--- config.mk ---
export PLATFORM = sky130hd
export DESIGN_NAME = irq_mask_ctrl
export DESIGN_NICKNAME = d
export VERILOG_FILES = /design/src/design/irq_mask_pkg.sv /design/src/design/pin_sync_rise.sv /design/src/design/irq_mask_ctrl.sv
export SDC_FILE = /design/constraint.sdc
export NUM_CORES = 1
export LEC_CHECK = 0
export ABC_CLOCK_PERIOD_IN_PS = 2009
export BUFFER_PORTS_ARGS = -buffer_cell sky130_fd_sc_hd__buf_2
export CORE_MARGIN = 10
export CORE_UTILIZATION = 46
export CTS_CLUSTER_SIZE = 25
export DETAILED_ROUTE_END_ITERATION = 10
export GPL_TIMING_DRIVEN = 0
export PLACE_DENSITY = 0.86
export SYNTH_ARGS = -nofsm -noshare
export SYNTH_HDL_FRONTEND = slang
export SYNTH_SLANG_ARGS = --single-unit
--- constraint.sdc ---
create_clock -name clk_i -period 2.01 [get_ports clk_i]
set_input_delay 0.1005 -clock clk_i [delete_from_list [all_inputs] [get_ports clk_i]]
set_output_delay 0.1005 -clock clk_i [all_outputs]
set_load 0.02 [all_outputs]
--- src/design/irq_mask_pkg.sv ---
// shared constants for the interrupt acceptance and masking block
package irq_mask_pkg;
   // ------------------------------------------------------------
   // source layout
   // ------------------------------------------------------------
   localparam int NUM_INPUT = 6;
   localparam int NUM_TIMER = 3;
   localparam int NUM_COUNTER = 6;
   localparam int NUM_SRC = 15;
   localparam int NUM_MASK = 10;
   localparam int ID_W = 4;
   localparam int TIMER_BASE = 6;
   localparam int COUNTER_BASE = 9;
   localparam int MASK_COUNTER_BIT = 9;
   localparam int NUM_EVT = 3;
   // ------------------------------------------------------------
   // register map (byte addresses)
   // ------------------------------------------------------------
   localparam int ADR_W = 8;
   localparam logic [7:0] OFS_MASK = 8'h00;
   localparam logic [7:0] OFS_CTRL = 8'h04;
   localparam logic [7:0] OFS_PENDING = 8'h08;
   localparam logic [7:0] OFS_EVT_STATUS = 8'h0c;
   localparam logic [7:0] OFS_EVT_CLEAR = 8'h10;
   localparam logic [7:0] OFS_EVT_ENABLE = 8'h14;
   // ------------------------------------------------------------
   // fields and reset values
   // ------------------------------------------------------------
   localparam int CTRL_GIE_BIT = 0;
   localparam int CTRL_RUN_BIT = 1;
   localparam int EVT_ACCEPT_BIT = 0;
   localparam int EVT_IGNORE_BIT = 1;
   localparam int EVT_STOP_BIT = 2;
   localparam logic [9:0] RST_MASK = 10'h000;
   localparam logic [14:0] RST_PENDING = 15'h0000;
   localparam logic RST_GIE = 1'b0;
   localparam logic [2:0] RST_EVT = 3'h0;
endpackage : irq_mask_pkg

--- src/design/pin_sync_rise.sv ---
// two-stage synchroniser with rising edge detect for the input pins
`timescale 1ns/1ps
module pin_sync_rise
   import irq_mask_pkg::*;
(
   input wire logic clk_i,
   input wire logic rst_i,
   input wire logic [irq_mask_pkg::NUM_INPUT-1:0] pin_i,
   output logic [irq_mask_pkg::NUM_INPUT-1:0] rise_o
);
   import irq_mask_pkg::*;

   typedef struct packed {
      logic [NUM_INPUT-1:0] meta;
      logic [NUM_INPUT-1:0] sync;
      logic [NUM_INPUT-1:0] prev;
   } sync_s;

   sync_s state_reg;
   sync_s state_next;

   always_comb begin
      state_next = state_reg;
      state_next.meta = pin_i;
      state_next.sync = state_reg.meta;
      state_next.prev = state_reg.sync;
   end

   always_ff @(posedge clk_i) begin
      if (rst_i) begin
         state_reg <= '0;
      end else begin
         state_reg <= state_next;
      end
   end

   // only the second stage and its delayed copy feed the edge detector
   assign rise_o = state_reg.sync & ~state_reg.prev;
endmodule : pin_sync_rise

--- src/design/irq_mask_ctrl.sv ---
// interrupt acceptance, masking per input and timer source and per counter group, and dispatch with wishbone registers
`timescale 1ns/1ps
module irq_mask_ctrl
   import irq_mask_pkg::*;
(
   input wire logic clk_i,
   input wire logic rst_i,
   input wire logic [irq_mask_pkg::ADR_W-1:0] adr_i,
   input wire logic [31:0] dat_i,
   output logic [31:0] dat_o,
   input wire logic we_i,
   input wire logic [3:0] sel_i,
   input wire logic cyc_i,
   input wire logic stb_i,
   output logic ack_o,
   output logic irq_o,
   input wire logic run_mode_i,
   input wire logic global_irq_enable_instr_i,
   input wire logic global_irq_disable_instr_i,
   input wire logic [irq_mask_pkg::NUM_INPUT-1:0] input_irq_i,
   input wire logic [irq_mask_pkg::NUM_TIMER-1:0] timer_irq_i,
   input wire logic [irq_mask_pkg::NUM_COUNTER-1:0] counter_irq_i,
   input wire logic serve_take_i,
   output logic serve_valid_o,
   output logic [irq_mask_pkg::ID_W-1:0] serve_id_o
);
   import irq_mask_pkg::*;

   // ------------------------------------------------------------
   // helpers
   // ------------------------------------------------------------
   // one counter flag covers the whole counter group
   function automatic logic [NUM_SRC-1:0] expand_mask(input logic [NUM_MASK-1:0] m);
      logic [NUM_SRC-1:0] e;
      e = '0;
      e[COUNTER_BASE-1:0] = m[COUNTER_BASE-1:0];
      e[NUM_SRC-1:COUNTER_BASE] = {NUM_COUNTER{m[MASK_COUNTER_BIT]}};
      return e;
   endfunction : expand_mask

   // lowest source number wins
   function automatic logic [ID_W-1:0] first_set(input logic [NUM_SRC-1:0] v);
      logic [ID_W-1:0] id;
      id = '0;
      for (int i = NUM_SRC - 1; i >= 0; i--) begin
         if (v[i]) begin
            id = ID_W'(i);
         end
      end
      return id;
   endfunction : first_set

   function automatic logic [31:0] merge_sel(input logic [31:0] old_v, input logic [31:0] new_v,
                                             input logic [3:0] sel);
      logic [31:0] r;
      r = old_v;
      for (int b = 0; b < 4; b++) begin
         if (sel[b]) begin
            r[b*8 +: 8] = new_v[b*8 +: 8];
         end
      end
      return r;
   endfunction : merge_sel

   // ------------------------------------------------------------
   // state
   // ------------------------------------------------------------
   typedef struct packed {
      logic [NUM_MASK-1:0] mask;
      logic [NUM_SRC-1:0] pend;
      logic gie;
      logic run_prev;
      logic serve_valid;
      logic [ID_W-1:0] serve_id;
      logic [NUM_EVT-1:0] evt_stat;
      logic [NUM_EVT-1:0] evt_en;
      logic ack;
      logic [31:0] dat;
   } state_s;

   state_s r;
   state_s n;

   logic [NUM_INPUT-1:0] input_rise;
   logic [NUM_SRC-1:0] src_req;
   logic [NUM_SRC-1:0] exp_mask;
   logic [NUM_SRC-1:0] accept_v;
   logic [NUM_SRC-1:0] ignore_v;
   logic [NUM_SRC-1:0] taken_v;
   logic run_to_stop;
   logic bus_wr;

   // pins come from outside the clock domain
   pin_sync_rise u_sync (
      .clk_i(clk_i),
      .rst_i(rst_i),
      .pin_i(input_irq_i),
      .rise_o(input_rise)
   );

   assign src_req = {counter_irq_i, timer_irq_i, input_rise};
   assign exp_mask = expand_mask(r.mask);
   assign run_to_stop = r.run_prev & ~run_mode_i;
   // the write lands on the edge where the master sees ack
   assign bus_wr = cyc_i & stb_i & we_i & r.ack;

   // ------------------------------------------------------------
   // next state
   // ------------------------------------------------------------
   always_comb begin
      logic [NUM_SRC-1:0] eligible;
      logic [31:0] rd;
      eligible = '0;
      rd = '0;
      n = r;
      n.run_prev = run_mode_i;

      // acceptance: a masked request is dropped, not deferred
      ignore_v = src_req & exp_mask;
      accept_v = src_req & ~exp_mask;
      taken_v = '0;
      if (serve_take_i && r.serve_valid) begin
         taken_v[r.serve_id] = 1'b1;
      end
      // a new request in the dispatch cycle survives the clear
      n.pend = (r.pend & ~taken_v) | accept_v;

      // global enable follows the core's instructions; disable wins a tie
      if (global_irq_enable_instr_i) begin
         n.gie = 1'b1;
      end
      if (global_irq_disable_instr_i) begin
         n.gie = 1'b0;
      end

      // register writes
      if (bus_wr) begin
         case (adr_i)
            OFS_MASK: begin
               n.mask = NUM_MASK'(merge_sel(32'(r.mask), dat_i, sel_i));
            end
            OFS_EVT_ENABLE: begin
               n.evt_en = NUM_EVT'(merge_sel(32'(r.evt_en), dat_i, sel_i));
            end
            default: begin
            end
         endcase
      end
      if (run_to_stop) begin
         n.mask = RST_MASK;
      end

      // dispatch offer is re-evaluated every cycle from the new state
      eligible = n.pend & ~expand_mask(n.mask);
      n.serve_valid = n.gie & (|eligible);
      n.serve_id = first_set(eligible);

      // sticky events; a fresh event beats a clear in the same cycle
      if (bus_wr && adr_i == OFS_EVT_CLEAR) begin
         n.evt_stat = r.evt_stat & ~NUM_EVT'(dat_i[NUM_EVT-1:0] & {NUM_EVT{sel_i[0]}});
      end
      n.evt_stat[EVT_ACCEPT_BIT] = n.evt_stat[EVT_ACCEPT_BIT] | (|accept_v);
      n.evt_stat[EVT_IGNORE_BIT] = n.evt_stat[EVT_IGNORE_BIT] | (|ignore_v);
      n.evt_stat[EVT_STOP_BIT] = n.evt_stat[EVT_STOP_BIT] | run_to_stop;

      // bus answer: one wait state, unmapped reads return zero
      n.ack = cyc_i & stb_i & ~r.ack;
      case (adr_i)
         OFS_MASK: rd = 32'(r.mask);
         OFS_CTRL: begin
            rd[CTRL_GIE_BIT] = r.gie;
            rd[CTRL_RUN_BIT] = r.run_prev;
         end
         OFS_PENDING: rd = 32'(r.pend);
         OFS_EVT_STATUS: rd = 32'(r.evt_stat);
         OFS_EVT_ENABLE: rd = 32'(r.evt_en);
         default: rd = '0;
      endcase
      n.dat = (cyc_i & stb_i & ~r.ack & ~we_i) ? rd : '0;
   end

   always_ff @(posedge clk_i) begin
      if (rst_i) begin
         r.mask <= RST_MASK;
         r.pend <= RST_PENDING;
         r.gie <= RST_GIE;
         r.run_prev <= 1'b0;
         r.serve_valid <= 1'b0;
         r.serve_id <= '0;
         r.evt_stat <= RST_EVT;
         r.evt_en <= RST_EVT;
         r.ack <= 1'b0;
         r.dat <= '0;
      end else begin
         r <= n;
      end
   end

   // ------------------------------------------------------------
   // outputs
   // ------------------------------------------------------------
   assign ack_o = r.ack;
   assign dat_o = r.dat;
   assign serve_valid_o = r.serve_valid;
   assign serve_id_o = r.serve_id;
   assign irq_o = |(r.evt_stat & r.evt_en);

   // ------------------------------------------------------------
   // checks
   // ------------------------------------------------------------
   logic [NUM_SRC-1:0] blocked_new;
   logic [NUM_SRC-1:0] counter_blocked;
   assign blocked_new = src_req & exp_mask & ~r.pend;
   assign counter_blocked = {counter_irq_i & {NUM_COUNTER{r.mask[MASK_COUNTER_BIT]}}, 9'h000} & ~r.pend;

   a_masked_not_pended: assert property (@(posedge clk_i) disable iff (rst_i)
      (blocked_new != '0) |=> ((r.pend & $past(blocked_new)) == '0))
      else $error("masked request became pending");

   a_mask_beats_gie: assert property (@(posedge clk_i) disable iff (rst_i)
      r.serve_valid |-> !exp_mask[r.serve_id])
      else $error("masked source offered for service");

   a_group0_ignored: assert property (@(posedge clk_i) disable iff (rst_i)
      (input_rise[0] && r.mask[0] && !r.pend[0]) |=> !r.pend[0])
      else $error("group zero accepted while masked");

   a_accept_pends: assert property (@(posedge clk_i) disable iff (rst_i)
      (accept_v != '0) |=> ((r.pend & $past(accept_v)) == $past(accept_v)))
      else $error("unmasked request not recorded");

   a_enabled_dispatch: assert property (@(posedge clk_i) disable iff (rst_i)
      (global_irq_enable_instr_i && !global_irq_disable_instr_i && !serve_take_i
       && ((r.pend & ~exp_mask) != '0) && !bus_wr && !run_to_stop) |=> r.serve_valid)
      else $error("enabled pending interrupt not offered");

   a_disabled_holds: assert property (@(posedge clk_i) disable iff (rst_i)
      (!r.gie) |-> !r.serve_valid)
      else $error("service offered while globally disabled");

   a_counter_group_mask: assert property (@(posedge clk_i) disable iff (rst_i)
      (counter_blocked != '0) |=> ((r.pend & $past(counter_blocked)) == '0))
      else $error("counter interrupt accepted while masked");

   a_stop_clears_mask: assert property (@(posedge clk_i) disable iff (rst_i)
      run_to_stop |=> (r.mask == '0) ##1 (r.evt_stat[EVT_STOP_BIT] || $past(bus_wr)))
      else $error("mask flags not cleared on run to stop");

   a_take_clears: assert property (@(posedge clk_i) disable iff (rst_i)
      (serve_take_i && r.serve_valid && ((accept_v & taken_v) == '0))
      |=> ((r.pend & $past(taken_v)) == '0))
      else $error("pending bit not cleared on dispatch");

   a_irq_level: assert property (@(posedge clk_i) disable iff (rst_i)
      ((r.evt_stat & r.evt_en) != '0) |-> irq_o)
      else $error("interrupt output low with enabled event");

   // ------------------------------------------------------------
   // bus, dispatch, reset, mask write, global enable and event flag checks
   // ------------------------------------------------------------
   // these guard the hand-over contract that the core and the bus master rely on
   logic [NUM_SRC-1:0] lower_v;
   assign lower_v = (NUM_SRC'(1) << r.serve_id) - NUM_SRC'(1);

   a_ack_pulse: assert property (@(posedge clk_i) disable iff (rst_i)
      ack_o |=> !ack_o)
      else $error("ack held for more than one cycle");

   a_ack_answer: assert property (@(posedge clk_i) disable iff (rst_i)
      (cyc_i && stb_i && !ack_o) |=> ack_o)
      else $error("bus request not answered in one cycle");

   a_dat_idle: assert property (@(posedge clk_i) disable iff (rst_i)
      !ack_o |-> (dat_o == '0))
      else $error("read data driven outside ack");

   a_reset_quiet: assert property (@(posedge clk_i)
      rst_i |=> (!ack_o && !serve_valid_o && r.mask == '0 && r.pend == '0 && !r.gie))
      else $error("state not cleared by reset");

   a_mask_write: assert property (@(posedge clk_i) disable iff (rst_i)
      (bus_wr && adr_i == OFS_MASK && sel_i == 4'hf && !run_to_stop) |=> (r.mask == $past(dat_i[NUM_MASK-1:0])))
      else $error("mask write did not land");

   a_id_in_range: assert property (@(posedge clk_i) disable iff (rst_i)
      serve_valid_o |-> (serve_id_o < ID_W'(NUM_SRC)))
      else $error("offered source number out of range");

   a_offer_pending: assert property (@(posedge clk_i) disable iff (rst_i)
      serve_valid_o |-> r.pend[r.serve_id])
      else $error("offered source has no pending bit");

   a_lowest_first: assert property (@(posedge clk_i) disable iff (rst_i)
      serve_valid_o |-> ((r.pend & ~exp_mask & lower_v) == '0))
      else $error("lower numbered source passed over");

   a_enable_sets_gie: assert property (@(posedge clk_i) disable iff (rst_i)
      (global_irq_enable_instr_i && !global_irq_disable_instr_i) |=> r.gie)
      else $error("enable instruction did not set global enable");

   a_disable_drops: assert property (@(posedge clk_i) disable iff (rst_i)
      global_irq_disable_instr_i |=> (!r.gie && !r.serve_valid))
      else $error("disable instruction did not withdraw the offer");

   a_ignore_event: assert property (@(posedge clk_i) disable iff (rst_i)
      (ignore_v != '0) |=> r.evt_stat[EVT_IGNORE_BIT])
      else $error("dropped request not flagged");

   a_accept_event: assert property (@(posedge clk_i) disable iff (rst_i)
      (accept_v != '0) |=> r.evt_stat[EVT_ACCEPT_BIT])
      else $error("accepted request not flagged");

   a_stop_event: assert property (@(posedge clk_i) disable iff (rst_i)
      run_to_stop |=> r.evt_stat[EVT_STOP_BIT])
      else $error("run to stop not flagged");

   a_stop_keeps_pend: assert property (@(posedge clk_i) disable iff (rst_i)
      (run_to_stop && !serve_take_i) |=> ((r.pend & $past(r.pend)) == $past(r.pend)))
      else $error("pending bits lost on run to stop");

   a_irq_quiet: assert property (@(posedge clk_i) disable iff (rst_i)
      ((r.evt_stat & r.evt_en) == '0) |-> !irq_o)
      else $error("interrupt output high with no enabled event");

   c_served: cover property (@(posedge clk_i) disable iff (rst_i) serve_take_i && r.serve_valid);
   c_counter_served: cover property (@(posedge clk_i) disable iff (rst_i)
      serve_take_i && r.serve_valid && (r.serve_id >= ID_W'(COUNTER_BASE)));
   c_ignored: cover property (@(posedge clk_i) disable iff (rst_i) ignore_v != '0);
   c_stop: cover property (@(posedge clk_i) disable iff (rst_i) run_to_stop && r.mask != '0);
   c_held_then_run: cover property (@(posedge clk_i) disable iff (rst_i)
      (!r.gie && r.pend != '0) ##1 global_irq_enable_instr_i ##1 r.serve_valid);
endmodule : irq_mask_ctrl

==> results of run 1 <==
[path summary, 6_finish.rpt]
check | startpoint | endpoint | slack (ns)
worst max-delay path | ack_o$_SDFF_PP0_ | serve_id_o[1]$_SDFF_PP0_ | 0.06
worst min-delay path | dat_i[3] | exp_mask[3]$_SDFF_PP0_ | 0.02
worst max register to register | ack_o$_SDFF_PP0_ | serve_id_o[1]$_SDFF_PP0_ | 0.06
worst min register to register | u_sync.state_next[8]$_SDFF_PP0_ | u_sync.state_next[2]$_SDFF_PP0_ | 0.44
[cells in the final DEF, fill, tap and decap left out, drive strengths merged, types with 7 or more instances in the layout]
master / synthesis / routed
nand2: 17 / 17
nand2b: 8 / 8
dfxtp: 72 / 72
inv: 6 / 9
o21a: 7 / 7
dlygate4sd3: 0 / 7
nor2b: 29 / 29
o21ai: 14 / 14
a21oi: 12 / 12
conb: 1 / 17
mux2i: 16 / 16
clkbuf: 9 / 17
nand4: 8 / 8
buf: 38 / 109
a22oi: 9 / 9
nor2: 53 / 53
and3: 8 / 8
nand3: 9 / 9
[through the flow]
step	hold slack, ns	worst slack (ns)	power (W)
3_5_place_dp	0.314	-0.390	0.00187
2_1_floorplan	0.229	0.00699	0.00176
6_report	0.0195	0.0623	0.00306
3_3_place_gp	0.309	-0.441	0.00187
5_1_grt	0.0341	-0.0382	0.00319
4_1_cts	0.0215	-0.00116	0.00305
[metal layers]
metal  vias to the layer above  global-route usage, %  part of all wire [%]
met5                         -                      0                     0
met4                         0                   4.71                   1.7
met3                        21                   5.54                   9.6
met2                       136                   26.4                    47
met1                      1343                   19.1                    41
li1                       1465                      -                     -
[what timing repair did]
action                                  CTS  global route
cloned                                    0             0
endpoints found under the setup margin    7             5
setup buffers                             3             5
hold buffers                              7             0
hold endpoints to repair                  7             0
resized for setup                        16            17
pin swaps                                 2            10
[kinds of logic after synthesis]
kind of cell	count (synthesis)
AND/OR/NAND/NOR	166
flip-flops	72
AO/OA/AOI/OAI	63
buffers and inverters	53
multiplexers	16
other	1
[tightest hold or removal path, cell delays in order]
cell and delay (ns):
sky130_fd_sc_hd__buf_2 0.08, sky130_fd_sc_hd__mux2i_1 0.07, sky130_fd_sc_hd__nor2_1 0.08
[cells in the mapped netlist (2+ instances only)]
master	n
sky130_fd_sc_hd__a21boi_0	3
sky130_fd_sc_hd__a21oi_1	12
sky130_fd_sc_hd__a221oi_1	5
sky130_fd_sc_hd__a222oi_1	2
sky130_fd_sc_hd__a22oi_1	9
sky130_fd_sc_hd__and2_1	3
sky130_fd_sc_hd__and3_1	7
sky130_fd_sc_hd__buf_4	36
sky130_fd_sc_hd__clkbuf_1	8
sky130_fd_sc_hd__dfxtp_1	72
sky130_fd_sc_hd__inv_1	6
sky130_fd_sc_hd__mux2i_1	16
sky130_fd_sc_hd__nand2_1	17
sky130_fd_sc_hd__nand2b_1	8
sky130_fd_sc_hd__nand3_1	9
sky130_fd_sc_hd__nand3b_1	6
sky130_fd_sc_hd__nand4_1	7
sky130_fd_sc_hd__nand4b_1	2
sky130_fd_sc_hd__nor2_1	52
sky130_fd_sc_hd__nor2b_1	29
sky130_fd_sc_hd__nor3_1	4
sky130_fd_sc_hd__nor3b_1	5
sky130_fd_sc_hd__nor4_1	4
sky130_fd_sc_hd__nor4_4	2
sky130_fd_sc_hd__o21a_1	7
sky130_fd_sc_hd__o21ai_0	13
sky130_fd_sc_hd__o22ai_1	2
sky130_fd_sc_hd__or2_2	2
[power breakdown]
group | internal, W | switching, W
registers | 0.00147 | 0.0000355
logic | 0.000177 | 0.000216
clock network | 0.000588 | 0.000575
[area by class of cell]
type	count	area (um^2)	area share [%]
timing repair buffer	78	449	10.4
tap	99	124	2.86
buffer	46	334	7.72
clock inverter	7	77.6	1.79
clock buffer	9	124	2.86
multi-input combinational	262	1750	40.5
inverter	6	22.5	0.521
sequential	72	1440	33.4
==> results.txt, run 1 <==
----------------------------------------------------
[Status]
  Outcome ... finished clean

[Clock tree]
  Worst-path clk slew ... 0.08 ns
  Clock latency at the later pin of the worst-skew pair ... 0.35 ns
  Number of H-tree levels ... 3
  Number of buffers between clock root and the deepest sink ... 2
  Number of CTS-inserted buffers ... 9
  Clock Tree Root ... sky130_fd_sc_hd__clkbuf_8
  CTS sink cnt ... 72
  Clock tree from TritonCTS ... built

[Synth]
  YS warnings ... 0
  Post-synth EDFFs ... 0
  Number of cells produced by synthesis ... 371
  Primary FF master, synth ... sky130_fd_sc_hd__dfxtp_1
  Count of state elements after synthesis ... 72
  Yosys top cell area share ... 43.1%
  Area contributors post-synth ... sky130_fd_sc_hd__dfxtp_1 (43%), sky130_fd_sc_hd__buf_4 (8.1%), sky130_fd_sc_hd__nor2_1 (5.8%)
  Largest area contributor in the synthesized netlist ... sky130_fd_sc_hd__dfxtp_1
  Post-Syn Area ... 0.00334 mm^2
  Dominant combinational cell family by area after synthesis ... simple AND/OR/NAND/NOR gates
  Fraction of registers with async set/reset ... 0%
  Area fraction in compound gates after synthesis ... 13.4%
  Synthesized area per cell ... 9.01 um^2
  Simple-gate share of the synthesized area ... 28.0%
  Portion of netlist area occupied by mux cells ... 4.79%
  Sequential area share after synthesis ... 43.1%
  Post-synthesis share of cell area spent on full adders, half adders and majority gates ... 0%
  Post-synthesis share of cell area spent on xor and xnor gates ... 0%
  Number of different library cells in the post-synthesis netlist ... 51

[STA]
  Number of hold violations in the final report ... 0
  Clock tree skew after final layout ... 0.0112 ns
  Achievable frequency ... 513 MHz
  Portion of the clock cycle consumed by the worst path in the final layout ... 96.9%
  Setup_tns ... 0 ns
  Final Slew Violations ... 0
  Shortest period the worst path allows ... 1.95 ns
  Setup repair after global routing missed its margin ... true
  Slew at the pin closest to its max-slew limit ... 0.699 ns
  Max-slew headroom ... 53.4%
  Count of final setup violators ... 0

[Power]
  Total power density per cell area ... 709 mW/mm^2
  Leakage power figure ... 1.97 nW
  Largest voltage drop on the vdd net ... 0.579 mV

[Detailed routing]
  Post-detailed-route wirelength per cell ... 16.0 um
  Total length of routed wires ... 9280 um
  DR vias/cell ... 5.12
  Pre-Repair DR Iteration Count ... 6
  DRC marker count from the first detailed-route iteration ... 221
  Number of routed nets with antenna violations ... 0
  Number of vias after detailed routing ... 2,965
  Drt drc ... 0

[GRT]
  Global routing usage summed across all routing layers ... 15.9%
  First-pass GRT wire length ... 14,500 um
  Pin count of the biggest net entering global routing ... 15
  Initial antenna violation count ... 0
  Grt ovf ... 0
  Via count of the first global-routing pass ... 2,912

[Finish]
  P&R area growth vs syn ... 29.4%
  Final non-filler cell total ... 579
  Largest register FFs ... 23
  Net total in the final layout ... 543
  Layout cell share with drive strength beyond 1 ... 33.5%
  Diode insertion count for antenna repair ... 0
  Fin area ... 0.00433 mm^2
  Post-layout util ... 60.3%
  Register bank with the most flops ... r
  Fillcell total ... 624

[Die]
  Count of standard-cell rows ... 31
  Horizontal die dimension ... 105 um
  Die extent in y ... 105 um
  Overall die area ... 0.0111 mm^2
  Effective utilization at floorplan ... 46.6%
  I/O pin cnt ... 107
  Area of the core ... 0.00718 mm^2

[Placement]
  Instance area after placement ... 0.00384 mm^2
  Final Wtd Congestion ... 0.945
  Detail Placement HPWL ... 7050 um
  Quantity of I/O buffers inserted on ports ... 63
  Number of cells in the design after placement ... 549

[Setup path]
  Startpoint type of the worst setup path ... register
  Critical path capture point type ... register
  Endpoint arrival time on the critical path ... 2.18 ns
  Path type of the worst setup path ... register to register
  Required time of the critical path ... 2.24 ns
  Crit path largest cell delay ... 0.36 ns
  Logic depth of the worst register-to-register path ... 8
  Max stage delay cell, worst path ... sky130_fd_sc_hd__dfxtp_2
  Crit-path cells ... and4_4 > nand4_4 > buf_6 > nor2_1 > a311o_2 > or2b_1 > a311oi_2 > a211oi_2
  Cell family with most CP delay ... simple AND/OR/NAND/NOR gates
  Number of buffer and inverter stages on the critical path ... 1
  Critical-path maximum fanout ... 4
  Critical path depth ... 8

[Hold path]
  Hold Crit Depth ... 3
  Path type of the worst min-delay path ... primary input to register

[Job]
  # Max-Cap Violations ... 0

----------------------------------------------------
Power figures use the tool's default switching activity.
==> run 2, diff against run 1 <==
--- a/config.mk
+++ b/config.mk
@@ -5,14 +5,14 @@
 export SDC_FILE = /design/constraint.sdc
 export NUM_CORES = 1
 export LEC_CHECK = 0
-export ABC_CLOCK_PERIOD_IN_PS = 2009
+export ABC_CLOCK_PERIOD_IN_PS = 2490
 export BUFFER_PORTS_ARGS = -buffer_cell sky130_fd_sc_hd__buf_2
 export CORE_MARGIN = 10
-export CORE_UTILIZATION = 46
+export CORE_UTILIZATION = 52
 export CTS_CLUSTER_SIZE = 25
 export DETAILED_ROUTE_END_ITERATION = 10
 export GPL_TIMING_DRIVEN = 0
-export PLACE_DENSITY = 0.86
+export PLACE_DENSITY = 0.91
 export SYNTH_ARGS = -nofsm -noshare
 export SYNTH_HDL_FRONTEND = slang
 export SYNTH_SLANG_ARGS = --single-unit
==> constraint.sdc (replaced) <==
create_clock -name clk_i -period 2.49 [get_ports clk_i]
set_input_delay 0.1245 -clock clk_i [delete_from_list [all_inputs] [get_ports clk_i]]
set_output_delay 0.1245 -clock clk_i [all_outputs]
set_load 0.02 [all_outputs]
==> run 2 against run 1 <==
Via count rose by 0.37%. Design area fell by 5.9%. Total power fell by 20%. Clock-buffer cell count rose by 2. Non-clock buffer count fell by 9. Sequential power fell by 19%. First-iteration DRC count rose by 7.2%. Highest routed layer unchanged.
==> results.txt, run 2 (synthesis gave the netlist of run 1 again) <==
----------------------------------------------------
[Setup path]
  Crit path largest cell delay ... 0.62 ns (+0.26 ns)
  Worst reg2reg endpoint ... serve_valid_o$_SDFF_PP0_
  Critical R2R Launch ... serve_id_o[1]$_SDFF_PP0_
  Required time of the critical path ... 2.68 ns (+0.44 ns)
  Cell family with most CP delay ... compound AO/OA/AOI/OAI gates
  Startpoint type of the worst setup path ... register
  Max stage delay cell, worst path ... sky130_fd_sc_hd__a2111oi_0
  Critical-path maximum fanout ... 5 (+1)
  Critical path capture point type ... register
  Crit-path cells ... nand4b_1 > a221oi_1 > nand3_1 > a2111oi_0 > a31oi_1
  Logic depth of the worst register-to-register path ... 5 (-3)
  Endpoint arrival time on the critical path ... 2.55 ns (+0.37 ns)
  Number of buffer and inverter stages on the critical path ... 0 (-1)
  Setup slack on the worst flop-to-flop path ... 0.14 ns (+0.07 ns)
  Path type of the worst setup path ... register to register

[STA]
  Slew at the pin closest to its max-slew limit ... 1.05 ns (+0.349 ns)
  Portion of the clock cycle consumed by the worst path in the final layout ... 94.5% (-2.4 points)
  Number of hold violations in the final report ... 0 (unchanged)
  Max-slew headroom ... 29.5% (-24 points)
  Count of final setup violators ... 0 (unchanged)
  Clock tree skew after final layout ... 0.00684 ns (-0.00441 ns)
  Final Slew Violations ... 0 (unchanged)
  Achievable frequency ... 425 MHz (-17%)
  Shortest period the worst path allows ... 2.35 ns (+0.406 ns)
  Setup repair after global routing missed its margin ... false

[Placement]
  Quantity of I/O buffers inserted on ports ... 63 (unchanged)
  Final Wtd Congestion ... 0.997 (+5.5%)
  Instance area after placement ... 0.00381 mm^2 (-0.78%)
  Detail Placement HPWL ... 6770 um (-4.0%)

[Power]
  Largest voltage drop on the vdd net ... 0.410 mV (-29%)
  Leakage power figure ... 1.87 nW (-5.2%)
  Total power density per cell area ... 603 mW/mm^2 (-15%)

[Finish]
  Net total in the final layout ... 534 (-1.7%)
  Fin area ... 0.00407 mm^2 (-5.9%)
  Largest register FFs ... 23 (unchanged)
  Post-layout util ... 64.5% (+4.2 points)
  P&R area growth vs syn ... 21.8%
  Commonest non-fill, non-tap cell in the layout ... sky130_fd_sc_hd__dfxtp_1
  Diode insertion count for antenna repair ... 0 (unchanged)
  Layout cell share with drive strength beyond 1 ... 27.7% (-5.9 points)
  Register bank with the most flops ... r
  Reg area ... 0.00144 mm^2 (-0.17%)
  Combined area of the multi-input logic cells ... 0.00162 mm^2 (-7.7%)
  Highest-count cells in the layout ignoring fill and taps ... sky130_fd_sc_hd__dfxtp_1 (72), sky130_fd_sc_hd__buf_2 (63), sky130_fd_sc_hd__nor2_1 (52), sky130_fd_sc_hd__buf_4 (36), sky130_fd_sc_hd__nor2b_1 (29)
  Fillcell total ... 535 (-14%)

[Clock tree]
  Number of H-tree levels ... 3 (unchanged)
  Worst-path clk slew ... 0.07 ns (about the same)
  Clock latency at the later pin of the worst-skew pair ... 0.34 ns (about the same)
  Clock Tree Root ... sky130_fd_sc_hd__clkbuf_8
  Number of buffers between clock root and the deepest sink ... 2 (unchanged)
  Number of CTS-inserted buffers ... 9 (unchanged)
  CTS sink cnt ... 72 (unchanged)
  Clock tree from TritonCTS ... built

[Detailed routing]
  Number of routed nets with antenna violations ... 0 (unchanged)
  DR vias/cell ... 5.44 (+6.2%)
  Total length of routed wires ... 8680 um (-6.4%)
  Number of vias after detailed routing ... 2,976 (+0.37%)
  Pre-Repair DR Iteration Count ... 5 (-1)
  Drt drc ... 0 (unchanged)
  DRC marker count from the first detailed-route iteration ... 237 (+7.2%)
  Post-detailed-route wirelength per cell ... 15.9 um (-0.97%)

[Die]
  Area of the core ... 0.00631 mm^2 (-12%)
  Overall die area ... 0.0100 mm^2 (-9.4%)
  Horizontal die dimension ... 100 um (-4.8%)
  Count of standard-cell rows ... 29 (-6.5%)
  I/O pin cnt ... 107 (unchanged)
  Effective utilization at floorplan ... 52.9% (+6.4 points)
  Die extent in y ... 100 um (-4.8%)

[Hold path]
  Path type of the worst min-delay path ... primary input to register
  Endpoint, Worst Hold ... u_sync.state_next[6]$_SDFF_PP0_
  Hold Crit Depth ... 2 (-1)
  Hold Startpoint ... input_irq_i[0]

[GRT]
  Initial antenna violation count ... 0 (unchanged)
  First-pass GRT wire length ... 13,500 um (-6.9%)
  Grt ovf ... 0 (unchanged)
  Pin count of the biggest net entering global routing ... 12 (-3)
  Global routing usage summed across all routing layers ... 16.6% (+0.66 points)
  Via count of the first global-routing pass ... 2,896 (-0.55%)

[Job]
  # Max-Cap Violations ... 0 (unchanged)

[Status]
  Outcome ... finished clean

----------------------------------------------------
-- run 2: cell types whose count changed in the layout (fill, tap and decap cells not counted), sizes merged --
cell / before / now
inv: 9 / 6
buf: 109 / 101
clkbuf: 17 / 20
clkinv: 3 / 2
bufinv: 1 / 2
dlygate4sd3: 7 / 5
-- run 2: per-stage QoR --
step	hold slack (ns)	power, W	instances	TNS (ns)	worst slack, ns
finish	0.0118	0.00246	547	0	0.136
detailed placement	0.340	0.00151	527	-0.105	-0.0654
global placement	0.331	0.00150	527	0	0.00787
floorplan	0.253	0.00142	387	0	0.358
global route	0.0429	0.00254	547	0	0.00258
CTS	0.00433	0.00245	547	0	0.130
-- run 2: how the worst max path moves through the flow --
stage	to	depth (start not counted)	startpoint	slack [ns]
final	serve_valid_o$_SDFF_PP0_	5	serve_id_o[1]$_SDFF_PP0_	0.14
after CTS	serve_valid_o$_SDFF_PP0_	6	ack_o$_SDFF_PP0_	0.13
after floorplan	serve_valid_o$_SDFF_PP0_	6	ack_o$_SDFF_PP0_	0.36
after global routing	serve_valid_o$_SDFF_PP0_	6	ack_o$_SDFF_PP0_	0.003
after detailed placement	serve_valid_o$_SDFF_PP0_	7	adr_i[5]	-0.07
after global placement	serve_valid_o$_SDFF_PP0_	7	adr_i[5]	0.008
-- run 2: layout make-up --
| cell class | count | area share, % |
|---|---|---|
| multi-input cells | 262 | 39.7 |
| flip-flops and latches | 72 | 35.4 |
| repair buffers | 68 | 8.97 |
| plain buffers | 47 | 8.08 |
| clock buffers | 11 | 3.23 |
| well taps | 77 | 2.37 |
| clock inverters | 4 | 1.72 |
| inverters | 6 | 0.553 |
-- run 2: routing by layer --
metal	global-route usage, %	wire (um)
met5	0	0
met4	7.83	203
met3	5.98	840
met2	27.6	4090
met1	18.5	3550
-- run 2: what timing repair did --
action                                  in CTS  in global routing
hold buffers                                 5                  0
setup buffers                                0                  0
endpoints found under the hold margin        5                  0
endpoints found under the setup margin       0                  1
resized for setup                            0                  1
-- run 2: power breakdown --
part / switching, W / internal [W] / total [W]
logic: 0.000157 / 0.000123 / 0.000281
clock network: 0.000402 / 0.000556 / 0.000958
registers: 0.0000267 / 0.00119 / 0.00122
==> run 3, diff against run 2 <==
--- a/config.mk
+++ b/config.mk
@@ -5,14 +5,14 @@
 export SDC_FILE = /design/constraint.sdc
 export NUM_CORES = 1
 export LEC_CHECK = 0
-export ABC_CLOCK_PERIOD_IN_PS = 2490
+export ABC_CLOCK_PERIOD_IN_PS = 1900
 export BUFFER_PORTS_ARGS = -buffer_cell sky130_fd_sc_hd__buf_2
 export CORE_MARGIN = 10
-export CORE_UTILIZATION = 52
+export CORE_UTILIZATION = 46
 export CTS_CLUSTER_SIZE = 25
 export DETAILED_ROUTE_END_ITERATION = 10
 export GPL_TIMING_DRIVEN = 0
-export PLACE_DENSITY = 0.91
+export PLACE_DENSITY = 0.86
 export SYNTH_ARGS = -nofsm -noshare
 export SYNTH_HDL_FRONTEND = slang
 export SYNTH_SLANG_ARGS = --single-unit
==> constraint.sdc (replaced) <==
create_clock -name clk_i -period 1.9 [get_ports clk_i]
set_input_delay 0.095 -clock clk_i [delete_from_list [all_inputs] [get_ports clk_i]]
set_output_delay 0.095 -clock clk_i [all_outputs]
set_load 0.02 [all_outputs]
==> run 3 against run 2 <==
The run now ends with setup timing left. Setup slack lost 0.17 ns. Register-to-register slack worse by 0.17 ns. Maximum frequency grew 22%. Non-clock buffer count is 19 higher. Sequential power increased by 31%. Final cell count grew 7.7%. Critical path depth increased by 1. Combinational power up 52%. Sequential share of layout area decreased by 3.1 points. Global-route usage fell by 0.37 points. Critical path type unchanged. Flip-flop and latch count unchanged. Clock-buffer cell count shrank 2.
==> results.txt, run 3 (synthesis gave the netlist of run 1 again) <==
----------------------------------------------------
[Status]
  Outcome ... finished with violations
  Failing checks ... setup timing

[GRT]
  First-pass GRT wire length ... 14,800 um (+9.6%)
  Grt ovf ... 0 (unchanged)
  Global routing usage summed across all routing layers ... 16.2% (-0.37 points)
  Met2 track utilization from global routing ... 28.0% (+0.40 points)
  Initial antenna violation count ... 0 (unchanged)
  Pin count of the biggest net entering global routing ... 15 (+3)
  GR met1 Demand/Resource ... 18.1% (-0.33 points)
  Met3 layer usage reported by global route ... 6.09% (+0.11 points)
  Most utilized layer in the global route result ... met2
  Via count of the first global-routing pass ... 3,057 (+5.6%)

[Placement]
  Number of cells in the design after placement ... 549 (+4.2%)
  Final Wtd Congestion ... 0.931 (-6.5%)
  Detail Placement HPWL ... 7050 um (+4.2%)
  Quantity of I/O buffers inserted on ports ... 63 (unchanged)
  Post-placement worst setup slack ... -0.487 ns (-0.421 ns)

[STA]
  Clock tree skew after final layout ... 0.0130 ns (+0.00613 ns)
  Setup repair after global routing missed its margin ... true
  Worst hold margin ... 0.0213 ns (+0.00951 ns)
  Final Slew Violations ... 0 (unchanged)
  Number of hold violations in the final report ... 0 (unchanged)
  Slew at the pin closest to its max-slew limit ... 0.708 ns (-0.340 ns)
  Smallest setup slack after layout ... -0.0352 ns (-0.171 ns)
  Max-slew headroom ... 52.8% (+23 points)
  Shortest period the worst path allows ... 1.94 ns (-0.419 ns)
  Count of final setup violators ... 1 (+1)
  Portion of the clock cycle consumed by the worst path in the final layout ... 102% (+7.3 points)
  Achievable frequency ... 517 MHz (+22%)
  Setup_tns ... -0.0352 ns (-0.0352 ns)

[Setup path]
  Setup slack on the worst flop-to-flop path ... -0.04 ns (-0.17 ns)
  Critical-path maximum fanout ... 5 (unchanged)
  Start point of the critical path ... ack_o$_SDFF_PP0_
  Max stage delay cell, worst path ... sky130_fd_sc_hd__a2111oi_4
  Startpoint type of the worst setup path ... register
  Crit path largest cell delay ... 0.42 ns (-0.20 ns)
  Critical path capture point type ... register
  Path type of the worst setup path ... register to register
  Required time of the critical path ... 2.12 ns (-0.56 ns)
  Endpoint arrival time on the critical path ... 2.16 ns (-0.39 ns)
  Crit-path cells ... and4_4 > nand4_1 > mux2i_1 > or2_4 > a2111oi_4 > a31oi_1
  Critical R2R Launch ... ack_o$_SDFF_PP0_

[Die]
  Count of standard-cell rows ... 31 (+6.9%)
  Overall die area ... 0.0111 mm^2 (+10%)
  Effective utilization at floorplan ... 46.6% (-6.4 points)
  Area of the core ... 0.00718 mm^2 (+14%)
  Horizontal die dimension ... 105 um (+5.1%)
  Die extent in y ... 105 um (+5.1%)
  I/O pin cnt ... 107 (unchanged)

[Finish]
  Register bank with the most flops ... r
  Highest-count cells in the layout ignoring fill and taps ... sky130_fd_sc_hd__dfxtp_1 (67), sky130_fd_sc_hd__buf_2 (63), sky130_fd_sc_hd__buf_4 (53), sky130_fd_sc_hd__nor2_1 (50), sky130_fd_sc_hd__nor2b_1 (27)
  Fillcell total ... 591 (+10%)
  Largest register FFs ... 23 (unchanged)
  Commonest non-fill, non-tap cell in the layout ... sky130_fd_sc_hd__dfxtp_1
  Net total in the final layout ... 553 (+3.6%)
  Layout cell share with drive strength beyond 1 ... 36.3% (+8.7 points)
  Final non-filler cell total ... 589 (+7.7%)
  P&R area growth vs syn ... 34.0%
  Combined area of the multi-input logic cells ... 0.00178 mm^2 (+10%)
  Diode insertion count for antenna repair ... 0 (unchanged)
  Reg area ... 0.00145 mm^2 (+0.43%)

[Power]
  Leakage power figure ... 2.02 nW (+8.2%)
  Total power density per cell area ... 789 mW/mm^2 (+31%)
  Largest voltage drop on the vdd net ... 0.582 mV (+42%)

[Clock tree]
  Worst-path clk slew ... 0.09 ns (+0.02 ns)
  Number of buffers between clock root and the deepest sink ... 2 (unchanged)
  Number of H-tree levels ... 3 (unchanged)
  Clock Tree Root ... sky130_fd_sc_hd__clkbuf_8
  Clock latency at the later pin of the worst-skew pair ... 0.35 ns (about the same)
  Clock tree from TritonCTS ... built
  Number of CTS-inserted buffers ... 9 (unchanged)
  CTS sink cnt ... 72 (unchanged)

[Detailed routing]
  Pre-Repair DR Iteration Count ... 5 (unchanged)
  DRC marker count from the first detailed-route iteration ... 174 (-27%)
  Total length of routed wires ... 9460 um (+8.9%)
  Number of routed nets with antenna violations ... 0 (unchanged)
  Post-detailed-route wirelength per cell ... 16.1 um (+1.2%)
  DR vias/cell ... 5.16 (-5.2%)
  Drt drc ... 0 (unchanged)
  Number of vias after detailed routing ... 3,038 (+2.1%)

[Hold path]
  Hold Startpoint ... stb_i
  Path type of the worst min-delay path ... primary input to register

[Job]
  # Max-Cap Violations ... 0 (unchanged)

----------------------------------------------------
run 3: changes by cell type in the layout (fill, tap and decap cells not counted), sizes merged:
| cell | previous run | this run |
|---|---|---|
| clkinvlp | 0 | 1 |
| clkbuf | 20 | 17 |
| inv | 6 | 7 |
| buf | 101 | 118 |
| dlygate4sd3 | 5 | 8 |
| bufinv | 2 | 3 |
run 3: worst max-delay path: cells and delay by family, from the launching register on:
family	cells	cell delay (ns)
DFF	1	0.33
AOI/OAI and AO/OA	2	0.55
and+or+nand+nor	3	0.71
muxes	1	0.22
run 3: area by class of cell:
| class | count | area share [%] |
|---|---|---|
| Tap cell | 99 | 2.77 |
| Multi-Input combinational cell | 262 | 39.7 |
| Clock buffer | 9 | 2.77 |
| Sequential cell | 72 | 32.3 |
| Inverter | 6 | 0.587 |
| Buffer | 46 | 7.35 |
| Timing Repair Buffer | 88 | 11.7 |
| Clock inverter | 7 | 2.85 |
run 3: metal layers:
| layer | vias up | wire, um | part of all wire, % |
|---|---|---|---|
| met5 | - | 0 | 0 |
| met4 | 0 | 161 | 1.7 |
| met3 | 16 | 918 | 9.7 |
| met2 | 130 | 4570 | 48 |
| met1 | 1408 | 3810 | 40 |
| li1 | 1484 | - | - |
run 3: timing repair:
item                                    4_1_cts  5_1_grt
hold endpoints to repair                      8        0
hold buffers                                  8        0
pin swaps                                    13       11
gates resized for setup                      25       15
buffers inserted                             11        6
endpoints found under the setup margin        7        5
run 3: where the power goes:
group	internal, W	leakage (nW)	switching, W	total [W]
clock	0.000890	0.126	0.000618	0.00151
combinational	0.000195	1.30	0.000232	0.000427
sequential	0.00156	0.591	0.0000377	0.00160
run 3: worst paths after layout:
kind / end / depth (start not counted)
min: ack_o$_SDFF_PP0_ / 3
min reg2reg: u_sync.state_next[5]$_SDFF_PP0_ / 1
max: serve_valid_o$_SDFF_PP0_ / 6
max reg2reg: serve_valid_o$_SDFF_PP0_ / 6
run 3: through the flow:
step / util (%) / power, W / cell area (um^2)
floorplan: - / 0.00186 / 3420
global placement: 53.7 / 0.00197 / 3860
detailed placement: 53.7 / 0.00198 / 3860
CTS: 61.1 / 0.00352 / 4380
global route: 62.4 / 0.00365 / 4480
finish: 62.4 / 0.00353 / 4480
